**src/design/odsc_regs.vh**
```
// Named constants for the octal driver serial command and status port.
// Assumes inclusion by bare name from the design files.
`ifndef ODSC_REGS_VH
`define ODSC_REGS_VH
`define ODSC_WORD_W 16
`define ODSC_CNT_W 5
`define ODSC_FRAME_BITS 5'h10
`define ODSC_CNT_ONE 5'h01
`define ODSC_CMD_RST 16'h0000
`define ODSC_STS_RST 16'h0000
`define ODSC_CMD_DRV_LO 0
`define ODSC_CMD_DRV_HI 7
`define ODSC_CMD_OL_LO 8
`define ODSC_CMD_OL_HI 15
`define ODSC_ST_TW 0
`define ODSC_ST_FLT_LO 1
`define ODSC_ST_FLT_HI 8
`define ODSC_ST_PAR_LO 9
`define ODSC_ST_PAR_HI 12
`define ODSC_ST_SPARE_LO 13
`define ODSC_ST_SPARE_HI 14
`define ODSC_ST_SUP 15
`define ODSC_CLK_NS 5
`define ODSC_CLK_MHZ 200
`define ODSC_SO_EN_NS 50
`define ODSC_SO_EN_CYC (`ODSC_SO_EN_NS / `ODSC_CLK_NS)
`define ODSC_WAKE_US 200
`define ODSC_WAKE_CYC (`ODSC_WAKE_US * `ODSC_CLK_MHZ)
`define ODSC_WAKE_W 16
`endif

```
**src/design/odsc_shift.v**
```verilog
// 16-bit serial shift engine: receive and transmit registers, bit counter.
// Assumes one-cycle sample, shift and load strobes from the port controller.
`timescale 1ns/1ps
`include "odsc_regs.vh"
module odsc_shift #(
  parameter W = `ODSC_WORD_W,
  parameter CW = `ODSC_CNT_W
) (
  input wire mclk_in,
  input wire nrst_in,
  input wire load_in,
  input wire [W-1:0] load_word_in,
  input wire sample_in,
  input wire shift_in,
  input wire sdi_in,
  output wire [W-1:0] rx_word_out,
  output wire tx_bit_out,
  output wire [CW-1:0] bit_cnt_out
);
  reg [W-1:0] rx_q;
  reg [W-1:0] tx_q;
  reg [CW-1:0] cnt_q;
  // =========================================
  // Shift registers
  always @(posedge mclk_in or negedge nrst_in)
  begin
    if (!nrst_in)
    begin
      rx_q <= {W{1'b0}};
      tx_q <= {W{1'b0}};
      cnt_q <= {CW{1'b0}};
    end
    else if (load_in)
    begin
      tx_q <= load_word_in;
      rx_q <= {W{1'b0}};
      cnt_q <= {CW{1'b0}};
    end
    else
    begin
      if (sample_in)
      begin
        rx_q <= {sdi_in, rx_q[W-1:1]};
        // Saturate so long frames never wrap back to a full count
        if (cnt_q != {CW{1'b1}})
          cnt_q <= cnt_q + `ODSC_CNT_ONE;
      end
      if (shift_in)
        tx_q <= {1'b0, tx_q[W-1:1]};
    end
  end
  assign rx_word_out = rx_q;
  assign tx_bit_out = tx_q[0];
  assign bit_cnt_out = cnt_q;
endmodule // odsc_shift

```
**src/design/odsc_top.v**
```verilog
// Serial command and status port of an octal power-switch driver.
// Assumes a mode-0 host (clock low at select edges) and fault flags from
// detection logic on the same clock; pins are synchronised here.
//
// Summary of operation
// - One 16-bit word each way per frame
// - Least significant bit shifted first, both directions
// - Command bits 0-7 switch drivers 1-8
// - Command bits 8-15 enable open-load diagnostics
// - Status bits 1-8 report driver faults
// - Driver fault: open load, over-current, over-temperature
// - Flags 1 means fault; bit0 warning, bit15 supply
// - Status bits 9-12 mirror parallel inputs 5-8
// - Capture parallel inputs on over-current or shutdown
// - Command and status registers reset to zero
// - Output enabled and released within 50 ns
// - Port operational within 200 us after enable
`timescale 1ns/1ps
`include "odsc_regs.vh"
module odsc_top #(
  parameter W = `ODSC_WORD_W,
  parameter CW = `ODSC_CNT_W,
  parameter WAKE_CYC = `ODSC_WAKE_CYC,
  parameter WKW = `ODSC_WAKE_W
) (
  input wire mclk_in,
  input wire nrst_in,
  input wire chip_select_n_in,
  input wire sclk_in,
  input wire sdi_in,
  input wire enable_in,
  input wire [3:0] par_in,
  input wire [7:0] drv_fault_in,
  input wire oc_tsd_event_in,
  input wire thermal_warning_flag_in,
  input wire supply_fail_in,
  output wire sdo_out,
  output wire sdo_oe_out,
  output wire [7:0] drv_on_out,
  output wire [7:0] ol_diag_en_out,
  output wire [W-1:0] status_word_out,
  output wire spi_ready_out,
  output wire frame_done_out
);
  localparam [3:0] ST_OFF = 4'h1;
  localparam [3:0] ST_WAKE = 4'h2;
  localparam [3:0] ST_IDLE = 4'h4;
  localparam [3:0] ST_FRAME = 4'h8;
  localparam integer WAKE_LAST_I = WAKE_CYC - 1;
  localparam [WKW-1:0] WAKE_LAST = WAKE_LAST_I[WKW-1:0];
  localparam [WKW-1:0] WAKE_ZERO = {WKW{1'b0}};
  localparam [WKW-1:0] WAKE_ONE = {{(WKW-1){1'b0}}, 1'b1};

  function edge_up;
    input cur;
    input prev;
    begin
      edge_up = cur & ~prev;
    end
  endfunction

  // =========================================
  // Pin synchronisers
  reg [3:0] cs_s1_q, cs_s2_q;
  reg [3:0] par_s1_q, par_s2_q;
  reg cs_p_q, sclk_p_q, en_p_q;
  wire cs_n = cs_s2_q[0];
  wire sclk = cs_s2_q[1];
  wire sdi = cs_s2_q[2];
  wire en = cs_s2_q[3];
  always @(posedge mclk_in or negedge nrst_in)
  begin
    if (!nrst_in)
    begin
      // Select idles high so no false falling edge after reset
      cs_s1_q <= 4'h1;
      cs_s2_q <= 4'h1;
      par_s1_q <= 4'h0;
      par_s2_q <= 4'h0;
      cs_p_q <= 1'b1;
      sclk_p_q <= 1'b0;
      en_p_q <= 1'b0;
    end
    else
    begin
      cs_s1_q <= {enable_in, sdi_in, sclk_in, chip_select_n_in};
      cs_s2_q <= cs_s1_q;
      par_s1_q <= par_in;
      par_s2_q <= par_s1_q;
      cs_p_q <= cs_n;
      sclk_p_q <= sclk;
      en_p_q <= en;
    end
  end
  wire cs_fall = edge_up(cs_p_q, cs_n);
  wire cs_rise = edge_up(cs_n, cs_p_q);
  wire sclk_rise = edge_up(sclk, sclk_p_q);
  wire sclk_fall = edge_up(sclk_p_q, sclk);
  wire en_rise = edge_up(en, en_p_q);

  // =========================================
  // Wake-up and frame control
  reg [3:0] state_q, state_d;
  reg [WKW-1:0] wake_q, wake_d;
  reg oe_q, oe_d;
  wire [CW-1:0] bit_cnt;
  wire [W-1:0] rx_word;
  wire tx_bit;
  wire in_frame = state_q[3];
  wire load = (state_q == ST_IDLE) & cs_fall;
  wire commit = in_frame & cs_rise & (bit_cnt == `ODSC_FRAME_BITS);
  always @*
  begin
    state_d = state_q;
    wake_d = wake_q;
    oe_d = oe_q;
    case (state_q)
      ST_OFF:
      begin
        oe_d = 1'b0;
        if (en_rise)
        begin
          wake_d = WAKE_ZERO;
          state_d = ST_WAKE;
        end
      end
      ST_WAKE:
      begin
        // Frames during wake-up are ignored, not queued
        if (wake_q == WAKE_LAST)
          state_d = cs_n ? ST_IDLE : ST_WAKE;
        else
          wake_d = wake_q + WAKE_ONE;
      end
      ST_IDLE:
      begin
        if (cs_fall)
        begin
          oe_d = 1'b1;
          state_d = ST_FRAME;
        end
      end
      ST_FRAME:
      begin
        if (cs_rise)
        begin
          oe_d = 1'b0;
          state_d = ST_IDLE;
        end
      end
      default:
      begin
        oe_d = 1'b0;
        state_d = ST_OFF;
      end
    endcase
    if (!en)
    begin
      oe_d = 1'b0;
      state_d = ST_OFF;
    end
  end
  always @(posedge mclk_in or negedge nrst_in)
  begin
    if (!nrst_in)
    begin
      state_q <= ST_OFF;
      wake_q <= WAKE_ZERO;
      oe_q <= 1'b0;
    end
    else
    begin
      state_q <= state_d;
      wake_q <= wake_d;
      oe_q <= oe_d;
    end
  end

  // =========================================
  // Command register
  reg [W-1:0] cmd_q;
  always @(posedge mclk_in or negedge nrst_in)
  begin
    if (!nrst_in)
      cmd_q <= `ODSC_CMD_RST;
    else if (!en)
      // Cycling enable clears the command like a power-on
      cmd_q <= `ODSC_CMD_RST;
    else if (commit)
      cmd_q <= rx_word;
  end
  assign drv_on_out = cmd_q[`ODSC_CMD_DRV_HI:`ODSC_CMD_DRV_LO];
  assign ol_diag_en_out = cmd_q[`ODSC_CMD_OL_HI:`ODSC_CMD_OL_LO];

  // =========================================
  // Status register
  reg [3:0] par_cap_q;
  reg hold_q;
  reg [W-1:0] sts_q;
  reg [W-1:0] sts_d;
  always @(posedge mclk_in or negedge nrst_in)
  begin
    if (!nrst_in)
    begin
      par_cap_q <= 4'h0;
      hold_q <= 1'b0;
    end
    else if (oc_tsd_event_in)
    begin
      // Event beats a clearing frame in the same cycle
      par_cap_q <= par_s2_q;
      hold_q <= 1'b1;
    end
    else if (commit | !en)
      hold_q <= 1'b0;
  end
  always @*
  begin
    sts_d = `ODSC_STS_RST;
    sts_d[`ODSC_ST_TW] = thermal_warning_flag_in;
    sts_d[`ODSC_ST_FLT_HI:`ODSC_ST_FLT_LO] = drv_fault_in;
    sts_d[`ODSC_ST_PAR_HI:`ODSC_ST_PAR_LO] = hold_q ? par_cap_q : par_s2_q;
    sts_d[`ODSC_ST_SPARE_HI:`ODSC_ST_SPARE_LO] = 2'h0;
    sts_d[`ODSC_ST_SUP] = supply_fail_in;
  end
  always @(posedge mclk_in or negedge nrst_in)
  begin
    if (!nrst_in)
      sts_q <= `ODSC_STS_RST;
    else
      sts_q <= sts_d;
  end
  assign status_word_out = sts_q;

  // =========================================
  // Shift engine
  odsc_shift #(
    .W(W),
    .CW(CW)
  ) u_shift (
    .mclk_in(mclk_in),
    .nrst_in(nrst_in),
    .load_in(load),
    .load_word_in(sts_q),
    .sample_in(in_frame & sclk_rise),
    .shift_in(in_frame & sclk_fall),
    .sdi_in(sdi),
    .rx_word_out(rx_word),
    .tx_bit_out(tx_bit),
    .bit_cnt_out(bit_cnt)
  );

  // =========================================
  // Outputs
  assign sdo_out = tx_bit & oe_q;
  assign sdo_oe_out = oe_q;
  assign spi_ready_out = state_q[2] | state_q[3];
  assign frame_done_out = commit;
endmodule // odsc_top

```
**config.mk**
```make
export PLATFORM = sky130hd
export DESIGN_NAME = odsc_top
export DESIGN_NICKNAME = d
export VERILOG_FILES = /design/src/design/odsc_shift.v /design/src/design/odsc_top.v
export VERILOG_INCLUDE_DIRS = /design/src /design/src/design
export SDC_FILE = /design/constraint.sdc
export NUM_CORES = 1
export LEC_CHECK = 0
export BUFFER_PORTS_ARGS = -buffer_cell sky130_fd_sc_hd__clkbuf_2
export CAP_MARGIN = 5
export CORE_UTILIZATION = 50
export DETAILED_ROUTE_END_ITERATION = 7
export PLACE_DENSITY = 0.77
export SYNTH_ARGS = -nofsm -noshare
export SYNTH_HDL_FRONTEND = slang
export SYNTH_SLANG_ARGS = --single-unit
```
**constraint.sdc**
```tcl
create_clock -name mclk_in -period 1.7 [get_ports mclk_in]
set_input_delay 0.255 -clock mclk_in [delete_from_list [all_inputs] [get_ports mclk_in]]
set_output_delay 0.255 -clock mclk_in [all_outputs]
set_load 0.01 [all_outputs]
```
# Word-level counts from Yosys, hierarchy flattened
# Cells that the tools add are included.
dict set report totals {
  regBits 112
  in_bits 21
  output_inout_bits 36
  word_cells 88
}
dict set report classes {
  n_addsub 2
  n_eq_ne 15
  muxes 26
  bitwise 18
  reduce_logical 10
}
# operator n
set ops {}
lappend ops {{two-way mux 16 bit} 8}
lappend ops {{case mux 16 bit (2 select lines)} 1}
lappend ops {{two-way mux 4 bit} 6}
lappend ops {{adder 16 x 1 -> 16 bit, second input constant} 1}
lappend ops {{== test 16 bit, second input constant} 1}
lappend ops {{case mux 4 bit (4 select lines)} 1}
lappend ops {{two-way mux 5 bit} 3}
lappend ops {{!= test 3 bit, second input constant} 4}
lappend ops {{AND 1 bit} 11}
lappend ops {{nonzero test 2 bit} 5}
lappend ops {{!= test 2 bit, second input constant} 3}
lappend ops {{AND reduction 3 bit} 2}
lappend ops {{adder 5 x 1 -> 5 bit, second input constant} 1}
lappend ops {{== test 5 bit, second input constant} 1}
lappend ops {{two-way mux 1 bit} 5}
lappend ops {{!= test 5 bit, second input constant} 1}
lappend ops {{inverter 1 bit} 5}
lappend ops {{== test 4 x 1 -> 1 bit, second input constant} 1}
lappend ops {{== test 4 x 2 -> 1 bit, second input constant} 1}
lappend ops {{== test 4 x 3 -> 1 bit, second input constant} 1}
lappend ops {{== test 4 bit, second input constant} 1}
lappend ops {{AND reduction 4 bit} 1}
lappend ops {{two-way mux 3 bit} 1}
lappend ops {{case mux 1 bit (3 select lines)} 1}
lappend ops {{other kinds (4)} 5}

# Depth between registers and ports, before layout
dict set report logic_depth {
  word_depth 7
  depth_mapped 7
  mapped_depth_nobuf 7
}

# Cells and area by module
# From an unflattened synthesis, not the netlist that was laid out.
dict set report hier_totals {
  hier_cells 406
  area_unflattened_um2 4778.3
}
# module instances cells_per_inst area_per_inst_um2 seq_area_each_um2
set by_module_without_submodules {}
lappend by_module_without_submodules {odsc_top 1 261 3146.8 1881.8}
lappend by_module_without_submodules {odsc_shift 1 145 1631.6 925.9}

# Least setup slack after synthesis
# No wires, ideal clock.
dict set report synth_path {
  kind {reg2reg}
  startpoint {register state_q[0]}
  endpoint {register wake_q[3]}
  setup_ns 0.129
  arrival_ns 1.651
  t_required_ns 1.571
  setup_slack_ns -0.080
  path_stages_with_launch 6
  n_path_buf 1
  period_less_slack_ns 1.780
  cell_sequence {dfstp_2 > or3b_2 > or2_2 > clkbuf_1 > nand2_1 > a31oi_1}
}
dict set report synth_between {
  elab_chain_cells 3
  word_cells_on_any_way 7
  classes_between {eq/ne: 4; mux: 1; reduce/logical: 2}
}
# element line
set synth_lines {}
lappend synth_lines {{start, declared} odsc_top.v:103} ;# reg [3:0] state_q, state_d;
lappend synth_lines {{start signal, assigned} odsc_top.v:173} ;# state_q <= state_d;
lappend synth_lines {{== test 4 x 2 -> 1 bit or == test 4 x 1 -> 1 bit (tied branches)} odsc_top.v:117} ;# case (state_q)
lappend synth_lines {{!= test 2 bit (no line) or nonzero test 2 bit (tied branches)} -}
lappend synth_lines {{AND reduction 3 bit (no line)} -}
lappend synth_lines {{end signal, assigned} odsc_top.v:174} ;# wake_q <= wake_d;
lappend synth_lines {{end, declared} odsc_top.v:104} ;# reg [WKW-1:0] wake_q, wake_d;
# Several ways; a longest one is shown, not always the timed one.
# A chain may end at the register's enable or synchronous reset.

# Worst setup path in the final report
dict set report layout_path {
  startpoint {register cs_s2_q[0]}
  endpoint {output frame_done_out}
}
dict set report layout_between {
  elab_chain_cells 3
}
# element line
set layout_lines {}
lappend layout_lines {{start, declared} odsc_top.v:64} ;# reg [3:0] cs_s1_q, cs_s2_q;
lappend layout_lines {{start signal, assigned} odsc_top.v:87} ;# cs_s2_q <= cs_s1_q;
lappend layout_lines {{AND 1 bit} odsc_top.v:58} ;# edge_up = cur & ~prev;
lappend layout_lines {{AND 1 bit (2 in series)} odsc_top.v:111} ;# wire commit = in_frame & cs_rise & (bit_cnt == `ODSC_FRAME_BITS);
lappend layout_lines {{end, declared} odsc_top.v:43} ;# output wire frame_done_out
# No other way between the ends.

==> impl_metrics.csv <==
group,metric,value,unit
yosys,synth-simple-area-share,17.9,%
clock_tree,clkSinkCount,112,
yosys,ys_top_cells_by_area,"dfrtp_1 (58%), nand2_1 (8.0%), mux2i_1 (3.4%)",
run,drv_cap,0,
floorplan,die-area,9680,µm²
global_route,grtUsageTotal,20.6,%
sta,finalSetupViolations,1,
yosys,syn_area,4650,µm²
route,vias,3476,
critical_path,path_cells,"nor2b_4, nand3_4, nor4_4, buf_2",
critical_path,crit_arrival,1.52,ns
placement,place_congestion,0.872,
yosys,async_flop_share,100,%
power_and_ir_drop,p_total,4.68,mW
sta,fmax,0.563,GHz
yosys,synth_compound_area_share,10.8,%
sta,min_period_over_period,104,%
critical_path,critPathTopFamily,"flip-flops",
min_path,hold_class,"primary input to flop",
sta,fin_skew,0.0133,ns
finish,syn_to_final_growth,25.7,%
power_and_ir_drop,p_clk_share,33.7,%
min_path,whs_path_depth,2,
placement,dp_hpwl,6.05,mm
finish,area.sequential,2810,µm²
critical_path,startpoint_type,"flop",
power_and_ir_drop,p_leak,2.79,nW
global_route,grt_pass1_vias,3467,
sta,slew_violations,0,
critical_path,slowest_stage,"dfstp_2",
finish,finalInstanceArea,5840,µm²
yosys,synth-adder-area-share,1.08,%
finish,multi_input_area,1830,µm²
critical_path,cp_data_required_time,1.44,ns
yosys,synth_top_area_share,58.2,%
power_and_ir_drop,seq_power_share,59.5,%
floorplan,core_area,8850,µm²
route,antenna_left,0,
finish,nets,565,
finish,fill_cells,681,
critical_path,rr_worst_depth,6,
sta,hold_ws,0.177,ns
power_and_ir_drop,ir_worst_vdd,0.538,mV
critical_path,critical_path_cell_count,4,
yosys,synth_edf_count,0,
global_route,globalRouteOverflowTotal,0,
sta,period_needed,1.77,ns
critical_path,criticalPathCategory,"flop to primary output",
power_and_ir_drop,power.density,801,nW/µm²
yosys,synth_cells,438,
route,first_iter_violations,252,
yosys,synth.yosys.seq_area_share,60.4,%
floorplan,row_count,34,
yosys,synth_cell_types,52,
floorplan,die_x,98.4,µm
finish,layout.cells.non_filler,653,
placement,placed_area,5240,µm²
yosys,synth-seq-cells,112,
yosys,yosys.area.top_type,"dfrtp_1",
yosys,avgSynthCellArea,10.6,µm²
finish,fin_util,66.0,%
global_route,grt_max_degree,50,
outcome,outcome,"finished, violations left",
route,routed_wirelength,9.40,mm
floorplan,die_h,98.4,µm
route,viasPerCell,5.32,
floorplan,io_pins,57,
critical_path,crit_path_max_incr_delay,0.55,ns
yosys,ys_warn_count,0,
clock_tree,clockBufferDepth,2,
route,drc,3,
clock_tree,cts.htree.levels,3,
global_route,antenna_found_initial,0,
clock_tree,clk_pin_slew,0.12,ns
sta,hold_viol,0,
yosys,synth-xor-area-share,1.13,%
placement,numPortBuffers,54,
floorplan,initial_core_util,52.5,%
yosys,ys.flop_type,"dfrtp_1",
clock_tree,clock_latency,0.38,ns
power_and_ir_drop,p_sw,1.19,mW
critical_path,reg2reg_setup_slack,0,ns
sta,fin_setup_tns,-0.0747,ns
finish,num_antenna_cells,0,
placement,dp_slack,-0.0491,ns
route,dr.pass1.iters,6,
power_and_ir_drop,swShare,25.5,%
sta,rsz0062_at_grt,"true",
power_and_ir_drop,p_int,3.48,mW
clock_tree,tritoncts,"built",
route,wl_per_cell,14.4,µm
outcome,violations,"design-rule violations, negative setup slack",
critical_path,end_kind,"primary output",
yosys,synth_top_family_by_area,"simple AND/OR/NAND/NOR gates",
yosys,synth_mux_area_share,5.39,%
global_route,grt_pass1_wl,15.7,mm
sta,setup_ws,-0.0747,ns
power_and_ir_drop,pwr-share-comb,6.8,%
critical_path,worst-path-buf-inv,1,
clock_tree,cts_root_buf,"clkbuf_8",
placement,dp_cells,609,
clock_tree,cts_buffers,9,
finish,drive_gt1_share,27.3,%
critical_path,cp_max_fo,2,
==> cell usage in the layout, fill, tap and decap left out, types with 5 or more instances in the layout <==
master / count
o21ai_0: 21
nor2_1: 18
a21boi_0: 16
dlygate4sd3_1: 19
nand3_1: 18
a21oi_1: 21
mux2_2: 8
dfrtp_1: 108
mux2i_1: 16
buf_12: 5
xor2_1: 5
nand2_1: 98
buf_4: 34
inv_1: 8
clkbuf_2: 52
and3_1: 7
clkbuf_8: 9
==> cells in the mapped netlist, drive strengths merged (2+ instances only) <==
| library cell | n |
|---|---|
| a211o | 3 |
| a21boi | 16 |
| a21o | 2 |
| a21oi | 21 |
| a31oi | 4 |
| and3 | 7 |
| and4 | 2 |
| buf | 9 |
| clkbuf | 13 |
| dfrtp | 108 |
| dfstp | 4 |
| ha | 4 |
| inv | 9 |
| mux2 | 8 |
| mux2i | 16 |
| nand2 | 99 |
| nand2b | 3 |
| nand3 | 19 |
| nand3b | 2 |
| nand4 | 4 |
| nor2 | 22 |
| nor2b | 2 |
| nor3 | 5 |
| nor3b | 3 |
| nor4 | 2 |
| o211ai | 3 |
| o21a | 2 |
| o21ai | 22 |
| o22ai | 2 |
| or2 | 2 |
| xor2 | 5 |
==> layer usage <==
layer  vias to the layer above  routed length [µm]  GRT usage (%)
met5                         -                   0              0
li1                       1695                   -              -
met1                      1684                4220           27.7
met3                        13                 351           3.22
met2                        84                4680           33.2
met4                         0                 154           9.18
==> power by group through the flow <==
| stage | sequential [mW] | combinational (mW) | clock, mW |
|---|---|---|---|
| after floorplan | 2.84 | 0.0974 | 0 |
| after global placement | 2.83 | 0.264 | 0 |
| after detailed placement | 2.83 | 0.271 | 0 |
| after CTS | 2.78 | 0.314 | 1.63 |
| after global routing | 2.79 | 0.353 | 1.72 |
| final | 2.78 | 0.320 | 1.58 |
==> cell type report <==
| class | count | share of cell area (%) |
|---|---|---|
| flip-flops and latches | 112 | 48.1 |
| multi-input cells | 296 | 31.4 |
| repair buffers | 112 | 14.1 |
| well taps | 108 | 2.31 |
| clock buffers | 9 | 2.12 |
| clock inverters | 7 | 1.41 |
| inverters | 9 | 0.579 |
==> sequential cells by signal, indices dropped and copies added (netlist names) <==
name,cells
cmd_q,16
u_shift.rx_word_out,16
u_shift.tx_q,16
wake_q,16
status_word_out,14
u_shift.bit_cnt_out,5
cs_s1_q,4
cs_s2_q,4
par_cap_q,4
par_s1_q,4
par_s2_q,4
state_q,4
cs_p_q,1
en_p_q,1
hold_q,1
sclk_p_q,1
sdo_oe_out,1
==> worst paths after layout <==
path,start,to
worst max-delay path,cs_s2_q[0]$_DFF_PN1_,frame_done_out
worst min-delay path,oc_tsd_event_in,hold_q$_DFFE_PN0P_
worst max register to register,wake_q[8]$_DFFE_PN0P_,wake_q[3]$_DFFE_PN0P_
worst min register to register,cs_s1_q[0]$_DFF_PN1_,cs_s2_q[0]$_DFF_PN1_
max in group asynchronous,nrst_in,u_shift.bit_cnt_out[4]$_DFFE_PN0P_
min in group asynchronous,nrst_in,sdo_oe_out$_DFFE_PN0P_
==> repair_timing <==
| item | CTS | global route |
|---|---|---|
| setup endpoints to repair | 12 | 34 |
| hold buffers | 19 | 0 |
| resized for setup | 15 | 13 |
| pin swaps | 3 | 9 |
| hold endpoints to repair | 44 | 0 |
| setup buffers | 3 | 6 |
==> kinds of logic (layout without fill, tap and decap cells) <==
kind of cell | count (synthesis) | count (layout)
compound gates | 80 | 80
other cells | 1 | 2
flops | 112 | 112
xor+xnor | 6 | 6
simple gates | 180 | 180
fa+ha+maj | 4 | 4
mux | 24 | 24
buf+inv | 31 | 137
No activity file was read; power rests on OpenSTA's default activity.
